==> config.mk <==
export PLATFORM = sky130hd
export DESIGN_NAME = drive_ctrl
export DESIGN_NICKNAME = d
export VERILOG_FILES = /design/src/pkg/drive_ctrl_pkg.sv /design/src/core/drive_ctrl.sv
export VERILOG_INCLUDE_DIRS = /design/src /design/src/pkg
export SDC_FILE = /design/constraint.sdc
export NUM_CORES = 1
export LEC_CHECK = 0
export BUFFER_PORTS_ARGS = -buffer_cell sky130_fd_sc_hd__clkbuf_2
export CAP_MARGIN = 20
export CORE_UTILIZATION = 46
export CTS_CLUSTER_DIAMETER = 150
export DETAILED_ROUTE_END_ITERATION = 8
export PLACE_DENSITY = 0.74
export SKIP_CTS_REPAIR_TIMING = 1
export SYNTH_ARGS = -nofsm -noshare
export SYNTH_HDL_FRONTEND = slang
export SYNTH_SLANG_ARGS = --single-unit
export TNS_END_PERCENT = 30
==> constraint.sdc <==
create_clock -name pclk -period 2.6 [get_ports pclk]
set_clock_uncertainty 0.05 [all_clocks]
set_input_delay 0.39 -clock pclk [delete_from_list [all_inputs] [get_ports pclk]]
set_output_delay 0.39 -clock pclk [all_outputs]
set_load 0.05 [all_outputs]
==> src/pkg/drive_ctrl_defs.svh <==
// register map, reset values, field positions and timing for the drive control block
`ifndef DRIVE_CTRL_DEFS_SVH
`define DRIVE_CTRL_DEFS_SVH

`define A_CONFIG       8'h00
`define A_CAN_RATE     8'h04
`define A_WD_PERIOD    8'h08
`define A_COMMAND      8'h0C
`define A_STATUS       8'h10
`define A_IRQ_STATUS   8'h14
`define A_IRQ_MASK     8'h18

`define F_AUTO_EN      0
`define F_ACCEL_LO     4
`define F_VEL_LO       8
`define F_POS_LO       12
`define C_SW_SET       0
`define C_SW_CLR       1
`define C_CLR_FAULT    2
`define C_WD_TRIG      3
`define I_WD_EXPIRE    0
`define I_FAULT_RELOAD 1
`define I_ACCEL_CHG    2
`define IRQ_BITS       3

`define AUTO_EN_RST    1'b1
`define ACCEL_RST      3'h0
`define VEL_RST        4'h0
`define POS_RST        4'h0
`define CAN_RATE_RST   11'h1F4
`define WD_PERIOD_RST  15'h0064
`define WD_PERIOD_MAX  15'h7D00
`define ACCEL_MAX      3'h5
`define POS_MAX        4'h9
`define VEL_HOLE       4'h7
`define VEL_MAX        4'h9
`define SPEED_FRAC_DIG 2'h3

`define CLK_FREQ_KHZ   25000
`define WD_TICK_MS     1

`endif

==> src/pkg/drive_ctrl_pkg.sv <==
// types shared by the drive control block
package drive_ctrl_pkg;

  typedef struct packed {
    logic [3:0] pos;
    logic [3:0] vel;
    logic [2:0] accel;
  } unit_sel_type;

  typedef enum logic [1:0] {
    ST_SYNC0,
    ST_SYNC1,
    ST_LOAD,
    ST_RUN
  } init_state_type;

endpackage : drive_ctrl_pkg

==> src/core/drive_ctrl.sv <==
// drive enable gate, software enable rules, comm watchdog and unit selects
//
// How it works
// - can bit rate takes only the eleven listed kbaud values; 500 after reset
// - output stage enabled only when hardware enable AND software enable
// - auto enable bit, 0 inactive 1 active, default 1, sets software enable
// - analog command modes 1 and 3 set software enable at power-on
// - digital command modes load software enable from auto enable at power-on
// - clearing a resettable fault reloads software enable from auto enable
// - watchdog period in ms, 1 to 32000, default 100
// - watchdog runs only when period nonzero and output stage enabled
// - expiry raises warning and stops motion; stage stays enabled
// - motion commands refused while warning pending; clear fault or input 14 clears
// - accel unit codes 0 to 5 decoded as rise time, rad, rpm, position units
// - accel unit drives path generator ramps and velocity mode ramps
// - accel unit change converts global ramps only, never motion blocks
// - velocity unit codes 0 to 6, 8, 9 accepted and decoded
// - speed parameters are 32-bit fixed point with three decimals
// - velocity parameters are 32-bit integers without fraction
// - position unit codes 0 to 9: counts, then dm down to nm
// - position unit counts means scaling from position gearing only
`timescale 1ns/1ps
`include "drive_ctrl_defs.svh"

module drive_ctrl
  import drive_ctrl_pkg::*;
#(
  parameter int TICK_CYCLES = `CLK_FREQ_KHZ * `WD_TICK_MS
)
(
  input  wire logic        pclk,
  input  wire logic        presetn,
  input  wire logic        psel,
  input  wire logic        penable,
  input  wire logic        pwrite,
  input  wire logic [7:0]  paddr,
  input  wire logic [31:0] pwdata,
  output logic      [31:0] prdata,
  output logic             pready,
  output logic             pslverr,
  input  wire logic        hw_enable_pin,
  input  wire logic        din_fault_reset,
  input  wire logic        din_wd_clear,
  input  wire logic [3:0]  command_mode,
  input  wire logic        resettable_fault,
  input  wire logic        wd_trigger,
  input  wire logic        motion_cmd_valid,
  output logic             stage_enable,
  output logic             sw_enable,
  output logic             wd_warning,
  output logic             motion_stop,
  output logic             motion_cmd_accept,
  output logic             fault_clear,
  output logic [10:0]      can_bit_rate_sel,
  output unit_sel_type     units,
  output logic             pos_gear_only,
  output logic [1:0]       speed_frac_digits,
  output logic             ramp_convert,
  output logic [2:0]       ramp_unit_old,
  output logic             irq
);

  ////////////////////////////////////////////////////////////////////////
  // pin synchronisers

  logic       hw_s1_r;
  logic       hw_s2_r;
  logic       d1_s1_r;
  logic       d1_s2_r;
  logic       d1_s3_r;
  logic       d14_s1_r;
  logic       d14_s2_r;
  logic       d14_s3_r;
  logic [3:0] mode_s1_r;
  logic [3:0] mode_s2_r;

  always_ff @(posedge pclk or negedge presetn)
  begin
    if (!presetn)
    begin
      hw_s1_r   <= 1'b0;
      hw_s2_r   <= 1'b0;
      d1_s1_r   <= 1'b0;
      d1_s2_r   <= 1'b0;
      d1_s3_r   <= 1'b0;
      d14_s1_r  <= 1'b0;
      d14_s2_r  <= 1'b0;
      d14_s3_r  <= 1'b0;
      mode_s1_r <= 4'h0;
      mode_s2_r <= 4'h0;
    end
    else
    begin
      hw_s1_r   <= hw_enable_pin;
      hw_s2_r   <= hw_s1_r;
      d1_s1_r   <= din_fault_reset;
      d1_s2_r   <= d1_s1_r;
      d1_s3_r   <= d1_s2_r;
      d14_s1_r  <= din_wd_clear;
      d14_s2_r  <= d14_s1_r;
      d14_s3_r  <= d14_s2_r;
      mode_s1_r <= command_mode;
      mode_s2_r <= mode_s1_r;
    end
  end

  logic d1_rise;
  logic d14_rise;

  assign d1_rise  = d1_s2_r & ~d1_s3_r;
  assign d14_rise = d14_s2_r & ~d14_s3_r;

  ////////////////////////////////////////////////////////////////////////
  // apb register file

  logic [31:0]    prdata_r;
  logic [31:0]    prdata_nxt;
  logic           pready_r;
  logic           pready_nxt;
  logic           pslverr_r;
  logic           pslverr_nxt;
  logic           auto_en_r;
  logic           auto_en_nxt;
  unit_sel_type   units_r;
  unit_sel_type   units_nxt;
  logic [10:0]    can_r;
  logic [10:0]    can_nxt;
  logic [14:0]    wd_period_r;
  logic [14:0]    wd_period_nxt;
  logic [`IRQ_BITS-1:0] istat_r;
  logic [`IRQ_BITS-1:0] istat_nxt;
  logic [`IRQ_BITS-1:0] imask_r;
  logic [`IRQ_BITS-1:0] imask_nxt;
  logic           cmd_wr;
  logic [31:0]    status_word;
  logic           wr_go;
  logic           setup;
  logic           mapped;
  logic           accel_chg;
  logic [`IRQ_BITS-1:0] ievents;

  // shared with the enable and watchdog groups
  logic           sw_en_r;
  logic           stage_r;
  logic           warn_r;
  logic           wd_run_r;
  logic           clear_evt;
  logic           reload_evt;
  logic           expire;

  function automatic logic can_ok(input logic [10:0] v);
    case (v)
      11'h00A, 11'h014, 11'h032, 11'h064, 11'h07D, 11'h0FA,
      11'h14D, 11'h1F4, 11'h29A, 11'h320, 11'h3E8: can_ok = 1'b1;
      default: can_ok = 1'b0;
    endcase
  endfunction : can_ok

  assign setup  = psel & ~penable;
  assign wr_go  = psel & penable & pready_r & pwrite & ~pslverr_r;
  assign cmd_wr = wr_go & (paddr == `A_COMMAND);
  assign mapped = (paddr == `A_CONFIG) | (paddr == `A_CAN_RATE)
                | (paddr == `A_WD_PERIOD) | (paddr == `A_COMMAND)
                | (paddr == `A_STATUS) | (paddr == `A_IRQ_STATUS)
                | (paddr == `A_IRQ_MASK);

  always_comb
  begin
    status_word    = 32'h0000_0000;
    status_word[0] = sw_en_r;
    status_word[1] = stage_r;
    status_word[2] = warn_r;
    status_word[3] = wd_run_r;
    status_word[4] = hw_s2_r;
    status_word[11:8] = mode_s2_r;
  end

  assign ievents = {accel_chg, reload_evt, expire};

  always_comb
  begin
    prdata_nxt    = prdata_r;
    pready_nxt    = setup;
    pslverr_nxt   = setup & ~mapped;
    auto_en_nxt   = auto_en_r;
    units_nxt     = units_r;
    can_nxt       = can_r;
    wd_period_nxt = wd_period_r;
    imask_nxt     = imask_r;
    istat_nxt     = istat_r;
    accel_chg     = 1'b0;
    // read data is latched in the setup cycle so prdata leaves a flop
    if (setup & ~pwrite)
    begin
      case (paddr)
        `A_CONFIG:
          prdata_nxt = {16'h0000, units_r.pos, units_r.vel, 1'b0,
                        units_r.accel, 3'h0, auto_en_r};
        `A_CAN_RATE:   prdata_nxt = {21'h00_0000, can_r};
        `A_WD_PERIOD:  prdata_nxt = {17'h0_0000, wd_period_r};
        `A_STATUS:     prdata_nxt = status_word;
        `A_IRQ_STATUS: prdata_nxt = {29'h0000_0000, istat_r};
        `A_IRQ_MASK:   prdata_nxt = {29'h0000_0000, imask_r};
        default:       prdata_nxt = 32'h0000_0000;
      endcase
    end
    if (wr_go)
    begin
      case (paddr)
        `A_CONFIG:
        begin
          auto_en_nxt = pwdata[`F_AUTO_EN];
          // each unit field keeps its old code when given an unknown one
          if (pwdata[`F_ACCEL_LO+2:`F_ACCEL_LO] <= `ACCEL_MAX)
          begin
            units_nxt.accel = pwdata[`F_ACCEL_LO+2:`F_ACCEL_LO];
            accel_chg = (units_nxt.accel != units_r.accel);
          end
          if ((pwdata[`F_VEL_LO+3:`F_VEL_LO] <= `VEL_MAX)
              && (pwdata[`F_VEL_LO+3:`F_VEL_LO] != `VEL_HOLE))
          begin
            units_nxt.vel = pwdata[`F_VEL_LO+3:`F_VEL_LO];
          end
          if (pwdata[`F_POS_LO+3:`F_POS_LO] <= `POS_MAX)
          begin
            units_nxt.pos = pwdata[`F_POS_LO+3:`F_POS_LO];
          end
        end
        `A_CAN_RATE:
        begin
          if (can_ok(pwdata[10:0]))
          begin
            can_nxt = pwdata[10:0];
          end
        end
        `A_WD_PERIOD:
        begin
          // zero is kept: it parks the watchdog
          if (pwdata[31:15] == 17'h0_0000 && pwdata[14:0] <= `WD_PERIOD_MAX)
          begin
            wd_period_nxt = pwdata[14:0];
          end
        end
        `A_IRQ_STATUS: istat_nxt = istat_r & ~pwdata[`IRQ_BITS-1:0];
        `A_IRQ_MASK:   imask_nxt = pwdata[`IRQ_BITS-1:0];
        default:       istat_nxt = istat_r;
      endcase
    end
    // a new event wins over a write-one-to-clear in the same cycle
    istat_nxt = istat_nxt | ievents;
  end

  always_ff @(posedge pclk or negedge presetn)
  begin
    if (!presetn)
    begin
      prdata_r    <= 32'h0000_0000;
      pready_r    <= 1'b0;
      pslverr_r   <= 1'b0;
      auto_en_r   <= `AUTO_EN_RST;
      units_r     <= '{pos: `POS_RST, vel: `VEL_RST, accel: `ACCEL_RST};
      can_r       <= `CAN_RATE_RST;
      wd_period_r <= `WD_PERIOD_RST;
      istat_r     <= '0;
      imask_r     <= '0;
    end
    else
    begin
      prdata_r    <= prdata_nxt;
      pready_r    <= pready_nxt;
      pslverr_r   <= pslverr_nxt;
      auto_en_r   <= auto_en_nxt;
      units_r     <= units_nxt;
      can_r       <= can_nxt;
      wd_period_r <= wd_period_nxt;
      istat_r     <= istat_nxt;
      imask_r     <= imask_nxt;
    end
  end

  ////////////////////////////////////////////////////////////////////////
  // software enable and output stage gate

  init_state_type st_r;
  init_state_type st_nxt;
  logic           sw_en_nxt;
  logic           stage_nxt;
  logic           analog_mode;

  assign analog_mode = (mode_s2_r == 4'h1) | (mode_s2_r == 4'h3);
  assign clear_evt   = (cmd_wr & pwdata[`C_CLR_FAULT]) | d1_rise;
  assign reload_evt  = clear_evt & resettable_fault;

  always_comb
  begin
    st_nxt    = st_r;
    sw_en_nxt = sw_en_r;
    case (st_r)
      // wait for the strapped mode to pass its synchroniser
      ST_SYNC0: st_nxt = ST_SYNC1;
      ST_SYNC1: st_nxt = ST_LOAD;
      ST_LOAD:
      begin
        st_nxt    = ST_RUN;
        sw_en_nxt = analog_mode ? 1'b1
                                : auto_en_r;
      end
      ST_RUN:
      begin
        if (reload_evt)
        begin
          sw_en_nxt = auto_en_r;
        end
        else if (cmd_wr & pwdata[`C_SW_CLR])
        begin
          sw_en_nxt = 1'b0;
        end
        else if (cmd_wr & pwdata[`C_SW_SET])
        begin
          sw_en_nxt = 1'b1;
        end
      end
      default: st_nxt = ST_SYNC0;
    endcase
    stage_nxt = hw_s2_r & sw_en_nxt;
  end

  always_ff @(posedge pclk or negedge presetn)
  begin
    if (!presetn)
    begin
      st_r    <= ST_SYNC0;
      sw_en_r <= 1'b0;
      stage_r <= 1'b0;
    end
    else
    begin
      st_r    <= st_nxt;
      sw_en_r <= sw_en_nxt;
      stage_r <= stage_nxt;
    end
  end

  ////////////////////////////////////////////////////////////////////////
  // communication watchdog

  logic [14:0] tick_r;
  logic [14:0] tick_nxt;
  logic [14:0] ms_r;
  logic [14:0] ms_nxt;
  logic        wd_run_nxt;
  logic        warn_nxt;
  logic        trig;
  logic        tick_end;
  logic        accept_r;
  logic        accept_nxt;
  logic        fclr_r;
  logic        conv_r;
  logic [2:0]  conv_old_r;
  logic        irq_r;
  logic        pgear_r;

  assign trig     = wd_trigger | (cmd_wr & pwdata[`C_WD_TRIG]);
  assign tick_end = (tick_r == 15'(TICK_CYCLES - 1));
  // a trigger in the last cycle still counts: it restarts rather than expires
  assign expire   = wd_run_r & stage_r & ~warn_r & ~trig & tick_end
                  & (ms_r == wd_period_r - 15'h0001);

  always_comb
  begin
    wd_run_nxt = (wd_period_r != 15'h0000) & stage_r;
    tick_nxt   = tick_r;
    ms_nxt     = ms_r;
    if (!wd_run_r || trig)
    begin
      tick_nxt = 15'h0000;
      ms_nxt   = 15'h0000;
    end
    else if (!warn_r)
    begin
      tick_nxt = tick_end ? 15'h0000 : tick_r + 15'h0001;
      if (tick_end)
      begin
        ms_nxt = ms_r + 15'h0001;
      end
    end
    warn_nxt = warn_r;
    // clearing loses to an expiry in the same cycle
    if ((cmd_wr & pwdata[`C_CLR_FAULT]) | d14_rise)
    begin
      warn_nxt = 1'b0;
    end
    if (expire)
    begin
      warn_nxt = 1'b1;
    end
    accept_nxt = motion_cmd_valid & ~warn_r;
  end

  always_ff @(posedge pclk or negedge presetn)
  begin
    if (!presetn)
    begin
      wd_run_r <= 1'b0;
      tick_r   <= 15'h0000;
      ms_r     <= 15'h0000;
      warn_r   <= 1'b0;
      accept_r <= 1'b0;
    end
    else
    begin
      wd_run_r <= wd_run_nxt;
      tick_r   <= tick_nxt;
      ms_r     <= ms_nxt;
      warn_r   <= warn_nxt;
      accept_r <= accept_nxt;
    end
  end

  ////////////////////////////////////////////////////////////////////////
  // ramp conversion strobe, fault clear strobe, interrupt

  // only global ramps follow a unit change; stored motion blocks do not
  always_ff @(posedge pclk or negedge presetn)
  begin
    if (!presetn)
    begin
      conv_r     <= 1'b0;
      conv_old_r <= `ACCEL_RST;
      fclr_r     <= 1'b0;
      irq_r      <= 1'b0;
      pgear_r    <= 1'b1;
    end
    else
    begin
      conv_r     <= accel_chg;
      conv_old_r <= accel_chg ? units_r.accel : conv_old_r;
      fclr_r     <= clear_evt;
      irq_r      <= |(istat_nxt & imask_nxt);
      pgear_r    <= (units_nxt.pos == `POS_RST);
    end
  end

  ////////////////////////////////////////////////////////////////////////
  // outputs

  assign prdata            = prdata_r;
  assign pready            = pready_r;
  assign pslverr           = pslverr_r;
  assign stage_enable      = stage_r;
  assign sw_enable         = sw_en_r;
  assign wd_warning        = warn_r;
  assign motion_stop       = warn_r;
  assign motion_cmd_accept = accept_r;
  assign fault_clear       = fclr_r;
  assign can_bit_rate_sel  = can_r;
  assign units             = units_r;
  assign pos_gear_only     = pgear_r;
  // speed values carry three decimals, velocity values none
  assign speed_frac_digits = `SPEED_FRAC_DIG;
  assign ramp_convert      = conv_r;
  assign ramp_unit_old     = conv_old_r;
  assign irq               = irq_r;

endmodule : drive_ctrl

# After elaboration in Yosys (flattened, before gate mapping)
# Cells that the tools add are included.
# totals
reg_bits,138
latch_bits,0
mem_bits_rw,0
romBits,0
inputBits,55
output_inout_bits,70
elab_cells,163
n_memories,0
# op_classes
addsub,3
n_mul,0
div_mod_pow,0
n_lt_le_gt_ge,4
n_eq_ne,27
n_shift,0
mux,30
bitwise_logic,45
n_reduce_logical,20
# ops
operator,n
$pmux W16 S6,1
$mux W15,6
$eq A11 B10 Y1 const B,3
$add A15 B1 Y15 const B,2
$eq A8 B5 Y1 const B,3
$and A1 B1 Y1,23
$eq A11 B7 Y1 const B,2
$eq A11 B9 Y1 const B,2
$mux W11,2
$logic_not A17 Y1,1
$eq A8 B4 Y1 const B,2
$eq A15 B15 Y1,1
$eq A15 B15 Y1 const B,1
$le A15 B15 Y1 const B,1
$mux W3,5
$reduce_bool A15 Y1,1
$sub A15 B1 Y15 const B,1
$mux W1,12
$reduce_and A3 Y1,4
$eq A11 B4 Y1 const B,1
$eq A11 B5 Y1 const B,1
$eq A11 B6 Y1 const B,1
$eq A11 B8 Y1 const B,1
$reduce_or A11 Y1,1
other kinds (28),51

# Depth between registers and ports, before layout
# Gate-level depths: netlist (run 1).
# depth
word_depth,14
ltp_mapped,9
depth_no_buf,8

# Worst setup path after synthesis (run 1)
# OpenSTA, ideal clock, no wires.
# synth_timing
path_kind,input-to-reg
from,input paddr[3]
to,register irq_r (netlist: irq)
setup_ns,0.124
arrival_ns,2.527
required_time_ns,2.426
slack_ns,-0.101
path_stages,7
n_path_buf,1
path_cell_list,buf_2 -> or4b_2 -> nor4_1 -> mux2_2 -> and3_1 -> a221o_1 -> o21bai_1
# synth_via
elab_cells_between_ends,23
classes_between,3 x eq/ne; 6 x mux; 12 x bitwise; 2 x reduce/logical
# synth_lines
item,line_no,text
"start, declared",drive_ctrl.sv:36,"input wire logic [7:0] paddr,"
$eq A8 B5 Y1,drive_ctrl.sv:209,case (paddr)
$mux W3,drive_ctrl.sv:209,
$mux W3,drive_ctrl.sv:207,if (wr_go)
named net imask_nxt[0],drive_ctrl.sv:133,logic [`IRQ_BITS-1:0] imask_nxt;
$and A3 B3 Y3,drive_ctrl.sv:439,irq_r <= |(istat_nxt & imask_nxt);
$reduce_or A3 Y1,drive_ctrl.sv:439,
"end signal, assigned",drive_ctrl.sv:439,
"end, declared",drive_ctrl.sv:360,logic irq_r;
# The timed path passes the listed nets, and every way through them passes these cells.
# A chain may end at the register's enable or synchronous reset.

# Final worst setup path (run 1)
# layout_timing
from,register tick_r[0]
to,register ms_r[5]
# layout_via
elab_chain_cells,3
# layout_rtl
item,line_no,text
"start, declared",drive_ctrl.sv:347,logic [14:0] tick_r;
"start signal, assigned",drive_ctrl.sv:413,tick_r <= tick_nxt;
$eq A15 B15 Y1,drive_ctrl.sv:364,assign tick_end = (tick_r == 15'(TICK_CYCLES - 1));
$reduce_bool A2 Y1 (no source line),--,
$reduce_and A2 Y1 (no source line),--,
"end signal, assigned",drive_ctrl.sv:414,ms_r <= ms_nxt;
"end, declared",drive_ctrl.sv:349,logic [14:0] ms_r;
# Every way passes these cells.

==> results.yml, run 1 <==
floorplan:
  die_x_um: 120
  num_rows: 42
  initial_core_util_pct: 47.8
  die_area_mm2: 0.0144
  core_area_mm2: 0.0134
  io_pins: 125
  fp.dieH_um: 120
clock_network:
  cts.path.max_buffers: 2
  root_buffer: "clkbuf_16"
  tritoncts: "built"
  cts_buffers: 17
  clk_latency_ns: 0.42
  htree_levels: 4
  path_clk_slew_ns: 0.06
  cts.sinks: 122
grt:
  grt-ovfl-total: 0
  grt_pass1_wl_mm: 28.9
  grt_usage_pct: 26.2
  antenna_found_initial: 0
  grt_pass1_vias: 5487
  grt_max_degree: 68
yosys:
  synth.cell_area_mm2: 0.00641
  ys_seq_elements: 122
  synth_flop_cell: "dfrtp_1"
  synthTopCellsByArea: "dfrtp_1, mux2_2, dfstp_2"
  synth_cell_types: 65
  ys_seq_area_share_pct: 47.8
  synth-async-reset-ratio_pct: 100
  synth_edf_count: 0
  yosysWarnings: 0
  synth.top_cell.area_share_pct: 43.3
  syn_avg_cell_area_um2: 9.88
  syn_inst: 649
  yosysTopAreaCell: "dfrtp_1"
timing:
  setup_ws_ns: 0.227
  fmax_mhz: 421
  whs_ns: 0.0192
  slew_viol_final: 0
  tightestPinTransition_ns: 0.907
  setup_viol: 0
  rsz0062_at_grt: "no"
  max_slew_margin_pct: 39.5
  hold_violations: 0
  fin_crit_sh_pct: 91.3
  fin_crit_ns: 2.37
route:
  ant_nets: 0
  wl_mm: 17.6
  dr.pass1.iters: 5
  dr.first_iter.drc_count: 452
  vias: 5614
  post_drt_wl_per_cell_um: 17.9
  route.detailed.drc: 0
  vias_per_cell: 5.71
power_and_ir_drop:
  power_switching_w: 0.00123
  p_clk_share_pct: 52.6
  p_sw_share_pct: 25.6
  p_per_area_mw_per_mm2: 598
  vdd_drop_max_mv: 0.480
  seqPwrFrac_pct: 40.5
  power.total_w: 0.00480
  pwr-share-comb_pct: 7.0
  p_int_w: 0.00357
  p_leak_nw: 3.69
worst_setup_path:
  slowest_stage: "a221oi_1"
  worstSetupStartpointType: "flip-flop"
  max_stage_delay_ns: 0.77
  crit_family: "compound AO/OA/AOI/OAI gates"
  critPathRequiredTime_ns: 2.85
  crit_type: "flip-flop to flip-flop"
  critical_path.max_fanout: 7
  cp_num_buf_inv: 0
  cp-end-kind: "flip-flop"
  path_cells: "ha_1, nor4bb_1, and4_1, a221oi_1, nor3_1, xnor2_1, nor2_1"
  arrival_ns: 2.62
cells_and_area:
  fin_util_pct: 59.9
  drive_above_1_share_pct: 30.6
  antennaDiodeCount: 0
  final_cell_mix: "dfrtp_1, clkbuf_2, nor2_1"
  synthToLayoutAreaGrowth_pct: 25.2
  instances_no_fill: 983
  final_nets: 856
  mostFrequentLayoutCell: "dfrtp_1"
placement:
  dp_hpwl_mm: 13.0
  pre_cts_slack_ns: -0.175
  gp_congestion: 0.903
  portBuffers: 106
  numPlacedInstances: 950
worst_hold_path:
  hold_class: "input port to flip-flop"
outcome:
  run_status: "finished, final reports clean"
run:
  drv_cap: 0
cells by family after synthesis:
family,after synthesis,synth area share (%)
compound gates,113,11.7
xor+xnor,40,5.68
fa+ha+maj,7,1.37
buf+inv,68,5.31
flops,122,47.8
mux,36,6.21
other cells,2,0.117
simple gates,261,21.8
worst reg2reg max path: stages, from the launching register on:
cell and delay (ns):
dfrtp_1 0.42, ha_1 0.22, nor4bb_1 0.13, and4_1 0.23
a221oi_1 0.77, nor3_1 0.19, xnor2_1 0.19, nor2_1 0.06
power groups by stage:
| stage | clock network, W | logic [W] | registers (W) |
|---|---|---|---|
| after global routing | 0.00263 | 0.000361 | 0.00194 |
| after global placement | 0 | 0.000328 | 0.00197 |
| after detailed placement | 0 | 0.000331 | 0.00198 |
| after CTS | 0.00256 | 0.000333 | 0.00194 |
| after floorplan | 0 | 0.000154 | 0.00201 |
| final | 0.00252 | 0.000333 | 0.00194 |
state kept, by name, indices dropped and copies added, names as in the netlist, 3 cells and up:
register,count
mode_s2_r,4
ms_r,15
ramp_unit_old,3
units,11
imask_r,3
wd_period_r,15
can_bit_rate_sel,11
istat_r,3
mode_s1_r,4
prdata,16
tick_r,15
layer usage:
metal / up-vias / GRT usage, % / part of all wire (%)
met4: 0 / 9.14 / 1.8
met3: 22 / 5.32 / 5.6
met1: 2750 / 34.5 / 43
li1: 2620 / - / -
met2: 222 / 42.8 / 49
met5: - / 0 / 0
worst paths after layout:
kind / startpoint / to / slack, ns / depth (start not counted)
max: tick_r[0] / ms_r[5] / 0.23 / 7
min: command_mode[1] / mode_s1_r[1] / 0.02 / 1
max reg2reg: tick_r[0] / ms_r[5] / 0.23 / 7
min reg2reg: mode_s1_r[1] / mode_s2_r[1] / 0.30 / 0
max in group asynchronous: presetn / pos_gear_only / 1.37 / 3
min in group asynchronous: presetn / ms_r[10] / 0.40 / 2
cells in the mapped netlist, types with 3 or more instances:
master    count
nand2_1      51
mux2_2       30
or4_1         9
nand4_1      14
ha_1          7
nor3_1       16
dfrtp_1     111
dfstp_2      11
a211oi_1      5
a21o_1        3
o22ai_1       3
inv_1        16
mux2i_1       6
a22o_1        5
buf_4        19
nor2_1       61
and3_1        7
or2_2         3
or3_1         3
a31oi_1       7
o211ai_1      3
o21ai_0      30
nor4_1       20
nand3b_1      3
a221oi_1      7
and4_1        7
xor2_1       19
clkbuf_1     26
and2_1        3
nor2b_1       6
xnor2_1      20
a22oi_1       6
nor3b_1       3
nor4b_1       4
buf_2         5
a21oi_1      25
nand3_1      24
nor4bb_1      4
nand2b_1     11
a222oi_1      5
area by class of cell:
class                   count  area, um2
fillers                  1162       5380
multi-input cells         475       3080
flip-flops and latches    122       3070
repair buffers            162        968
clock buffers              17        425
well taps                 176        220
clock inverters            15        200
inverters                  16       60.1
stage by stage:
step                      instance area [um2]  TNS, ns
after floorplan                          6480  -0.0296
after global placement                   7380    -1.69
after detailed placement                 7380    -1.47
after CTS                                8010        0
after global routing                     8020        0
final                                    8020        0
(Power assumes the default switching activity.)
==> run 2: changes to the inputs <==
CELL_PAD_IN_SITES_DETAIL_PLACEMENT = 0   (was unset)
CELL_PAD_IN_SITES_GLOBAL_PLACEMENT = 1   (was unset)
CORE_UTILIZATION = 43   (was 46)
PLACE_DENSITY = 0.87   (was 0.74)
clock period = 2.55 ns   (was 2.6 ns; I/O delays follow)
==> results.yml, run 2 (same netlist as run 1, synthesis figures left out) <==
cells_and_area:
  drive_above_1_share_pct: 31.3
  final_cell_mix: "dfrtp_1, clkbuf_2, buf_4"
  instances_no_fill: 1003
  num-fill-cells: 1326
  antennaDiodeCount: 0
  mostFrequentLayoutCell: "dfrtp_1"
  layout.area.seq_mm2: 0.00307
  final_nets: 868
  synthToLayoutAreaGrowth_pct: 26.3
  largest_reg_flops: 16
  multi_input_area_mm2: 0.00309
clock_network:
  clk_latency_ns: 0.42
  tritoncts: "built"
  root_buffer: "clkbuf_16"
  path_clk_slew_ns: 0.06
  htree_levels: 4
  cts_buffers: 17
  cts.sinks: 122
  cts.path.max_buffers: 2
worst_hold_path:
  hold_class: "input port to flip-flop"
  min_delay_path_depth: 1
worst_setup_path:
  critPathRequiredTime_ns: 2.86
  crit_family: "simple AND/OR/NAND/NOR gates"
  cp_num_buf_inv: 1
  reg2reg_depth: 7
  arrival_ns: 2.71
  slowest_stage: "or4_1"
  worstSetupStartpointType: "flip-flop"
  max_stage_delay_ns: 0.56
  cp_num_cells: 7
  crit_type: "flip-flop to flip-flop"
  path_cells: "buf_4, or4_1, nor3_1, o221ai_1, a221oi_1, nand4_1, nand2_1"
  critical_path.max_fanout: 5
  cp-end-kind: "flip-flop"
timing:
  tightestPinTransition_ns: 0.902
  whs_ns: 0.0131
  fin_crit_ns: 2.41
  slew_viol_final: 0
  setup_ws_ns: 0.144
  max_slew_margin_pct: 39.8
  rsz0062_at_grt: "no"
  fin_crit_sh_pct: 94.3
  hold_violations: 0
  setup_viol: 0
  fmax_mhz: 416
  setup_tns_ns: 0
power_and_ir_drop:
  p_leak_nw: 3.73
  p_per_area_mw_per_mm2: 579
  vdd_drop_max_mv: 0.477
floorplan:
  die_area_mm2: 0.0154
  core_area_mm2: 0.0145
  die_x_um: 124
  num_rows: 44
  initial_core_util_pct: 44.1
  fp.dieH_um: 124
  io_pins: 125
route:
  dr.first_iter.drc_count: 306
  wl_mm: 18.1
  post_drt_wl_per_cell_um: 18.0
  route.detailed.drc: 0
  dr.pass1.iters: 5
  vias: 5604
  vias_per_cell: 5.59
  ant_nets: 0
grt:
  grt_pass1_wl_mm: 28.4
  grt-ovfl-total: 0
  grt_usage_pct: 25.0
  grt_pass1_vias: 5485
  antenna_found_initial: 0
  grt_max_degree: 59
placement:
  portBuffers: 106
  numPlacedInstances: 967
  gp_congestion: 0.885
  pre_cts_slack_ns: -0.203
  dp_hpwl_mm: 13.6
outcome:
  run_status: "finished, final reports clean"
run:
  drv_cap: 0
==> run 2: worst paths after layout <==
kind / startpoint / endpoint / slack, ns
min in group asynchronous: presetn / ms_r[13] / 0.41
max: wd_period_r[1] / istat_r[0] / 0.14
max in group asynchronous: presetn / can_bit_rate_sel[2] / 1.33
min: din_fault_reset / d1_s1_r / 0.01
min reg2reg: hw_s1_r / hw_s2_r / 0.29
max reg2reg: wd_period_r[1] / istat_r[0] / 0.14
==> run 2: report_power, final <==
part           leakage (nW)  internal [W]  switching, W
registers              1.58       0.00196     0.0000186
clock network         0.280       0.00139      0.000971
logic                  1.87      0.000107      0.000245
total                  3.73       0.00346       0.00123
==> run 2: layer usage <==
layer | wire length, um | track usage [%] | vias up
met3 | 990 | 5.45 | 32
met2 | 8900 | 41.6 | 188
li1 | - | - | 2643
met1 | 7680 | 31.2 | 2741
met5 | 0 | 0 | -
met4 | 478 | 10.6 | 0
==> run 2: area by class of cell <==
cell class                      instances  share of cell area [%]
Multi-Input combinational cell        475                    38.2
Inverter                               16                   0.742
Clock inverter                         14                    1.69
Timing Repair Buffer                  174                    13.2
Sequential cell                       122                    37.9
Tap cell                              184                    2.84
Clock buffer                           18                    5.43
==> run 2: metrics by stage <==
stage	total power, W	util (%)	area, um2
global placement	0.00236	51.4	7470
floorplan	0.00220	-	6490
CTS	0.00473	55.4	8050
finish	0.00469	55.7	8090
detailed placement	0.00236	51.4	7470
global route	0.00485	55.7	8090
==> run 3: changes to the inputs <==
CORE_MARGIN = 1.5   (was unset)
MAX_ROUTING_LAYER = met4   (was unset)
==> results.yml, run 3 (same netlist as run 1, synthesis figures left out) <==
floorplan:
  fp.dieH_um: 125
  core_area_mm2: 0.0145
  num_rows: 44
  die_area_mm2: 0.0156
  io_pins: 125
  die_x_um: 125
  initial_core_util_pct: 44.1
worst_setup_path:
  arrival_ns: 2.60
  r2r_start: "wd_period_r[0]"
  worstSetupStartpointType: "input port"
  max_stage_delay_ns: 0.52
  r2r-end: "istat_r[0]"
  critical_path.max_fanout: 8
  critPathRequiredTime_ns: 2.80
  cp_num_buf_inv: 2
  crit_family: "compound AO/OA/AOI/OAI gates"
  r2r_setup_slack_ns: 0.21
  reg2reg_depth: 8
  cp_num_cells: 8
  cp-end-kind: "flip-flop"
  slowest_stage: "or4b_1"
  crit_type: "input port to flip-flop"
  path_cells: "clkbuf_2, or4b_1, a21oi_1, a31oi_1, a2111o_1, a2111oi_4, buf_4, mux2_2"
placement:
  numPlacedInstances: 959
  gp_congestion: 0.944
  portBuffers: 106
  dp_hpwl_mm: 13.0
  dpl_cell_area_mm2: 0.00742
timing:
  rsz0062_at_grt: "no"
  whs_ns: 0.0130
  fin_crit_sh_pct: 92.0
  tightestPinTransition_ns: 0.892
  fin_crit_ns: 2.34
  hold_violations: 0
  max_slew_margin_pct: 40.5
  slew_viol_final: 0
  setup_viol: 0
  fmax_mhz: 426
  setup_tns_ns: 0
route:
  dr.first_iter.drc_count: 380
  ant_nets: 0
  wl_mm: 17.7
  vias_per_cell: 5.68
  dr.pass1.iters: 5
  route.detailed.drc: 0
  post_drt_wl_per_cell_um: 17.8
  vias: 5638
clock_network:
  clk_latency_ns: 0.42
  cts.path.max_buffers: 2
  htree_levels: 4
  cts_buffers: 17
  path_clk_slew_ns: 0.06
  cts.sinks: 122
  tritoncts: "built"
  root_buffer: "clkbuf_16"
worst_hold_path:
  min_delay_path_depth: 1
  hold-path-endpoint: "mode_s1_r[2]"
  hold_class: "input port to flip-flop"
  min_from: "command_mode[2]"
cells_and_area:
  mostFrequentLayoutCell: "dfrtp_1"
  final_nets: 858
  drive_above_1_share_pct: 30.4
  instances_no_fill: 993
  largest_reg_flops: 16
  stdcell_area_mm2: 0.00805
  final_cell_mix: "dfrtp_1, clkbuf_2, nor2_1"
  synthToLayoutAreaGrowth_pct: 25.6
  antennaDiodeCount: 0
grt:
  grt_pass1_vias: 5751
  grt-ovfl-total: 0
  grt_usage_pct: 24.0
  antenna_found_initial: 0
  grt_pass1_wl_mm: 29.0
  grt_max_degree: 73
power_and_ir_drop:
  p_leak_nw: 3.69
  vdd_drop_max_mv: 0.459
  p_per_area_mw_per_mm2: 590
outcome:
  run_status: "finished, final reports clean"
run:
  drv_cap: 0
## run 3: cell type report
type / instances / area [um2]
fill: 1298 / 6480
multi-input combinational: 475 / 3090
sequential: 122 / 3070
timing repair buffer: 164 / 998
clock buffer: 21 / 470
tap: 184 / 230
clock inverter: 11 / 135
inverter: 16 / 60.1
## run 3: worst max path at each step
stage                               end            from  slack, ns
floorplan                           irq        paddr[3]      -0.01
global placement    can_bit_rate_sel[3]       pwdata[0]      -0.17
detailed placement  can_bit_rate_sel[9]       pwdata[0]      -0.19
CTS                          istat_r[0]  wd_period_r[0]       0.21
global route                   ms_r[13]       tick_r[0]       0.02
finish              can_bit_rate_sel[9]       pwdata[0]       0.21
## run 3: routing by layer
layer / up-vias / GRT usage [%] / wire, um
li1: 2618 / - / -
met1: 2724 / 29.3 / 7430
met2: 226 / 36.5 / 8420
met3: 70 / 5.18 / 912
met4: 0 / 14.7 / 898
met5: - / - / 0
## run 3: where the power goes
part | internal [W] | switching [W] | total [W] | leakage (nW)
clock | 0.00153 | 0.000903 | 0.00243 | 0.287
combinational | 0.0000958 | 0.000242 | 0.000337 | 1.82
sequential | 0.00196 | 0.0000205 | 0.00198 | 1.58
total | 0.00359 | 0.00117 | 0.00475 | 3.69
## run 3: metrics by stage
stage	utilization [%]	setup WS [ns]	power, W
final	55.4	0.205	0.00475
after global routing	55.4	0.0172	0.00492
after detailed placement	51.1	-0.193	0.00235
after CTS	55.2	0.212	0.00479
after floorplan	-	-0.00955	0.00220
after global placement	51.1	-0.171	0.00234
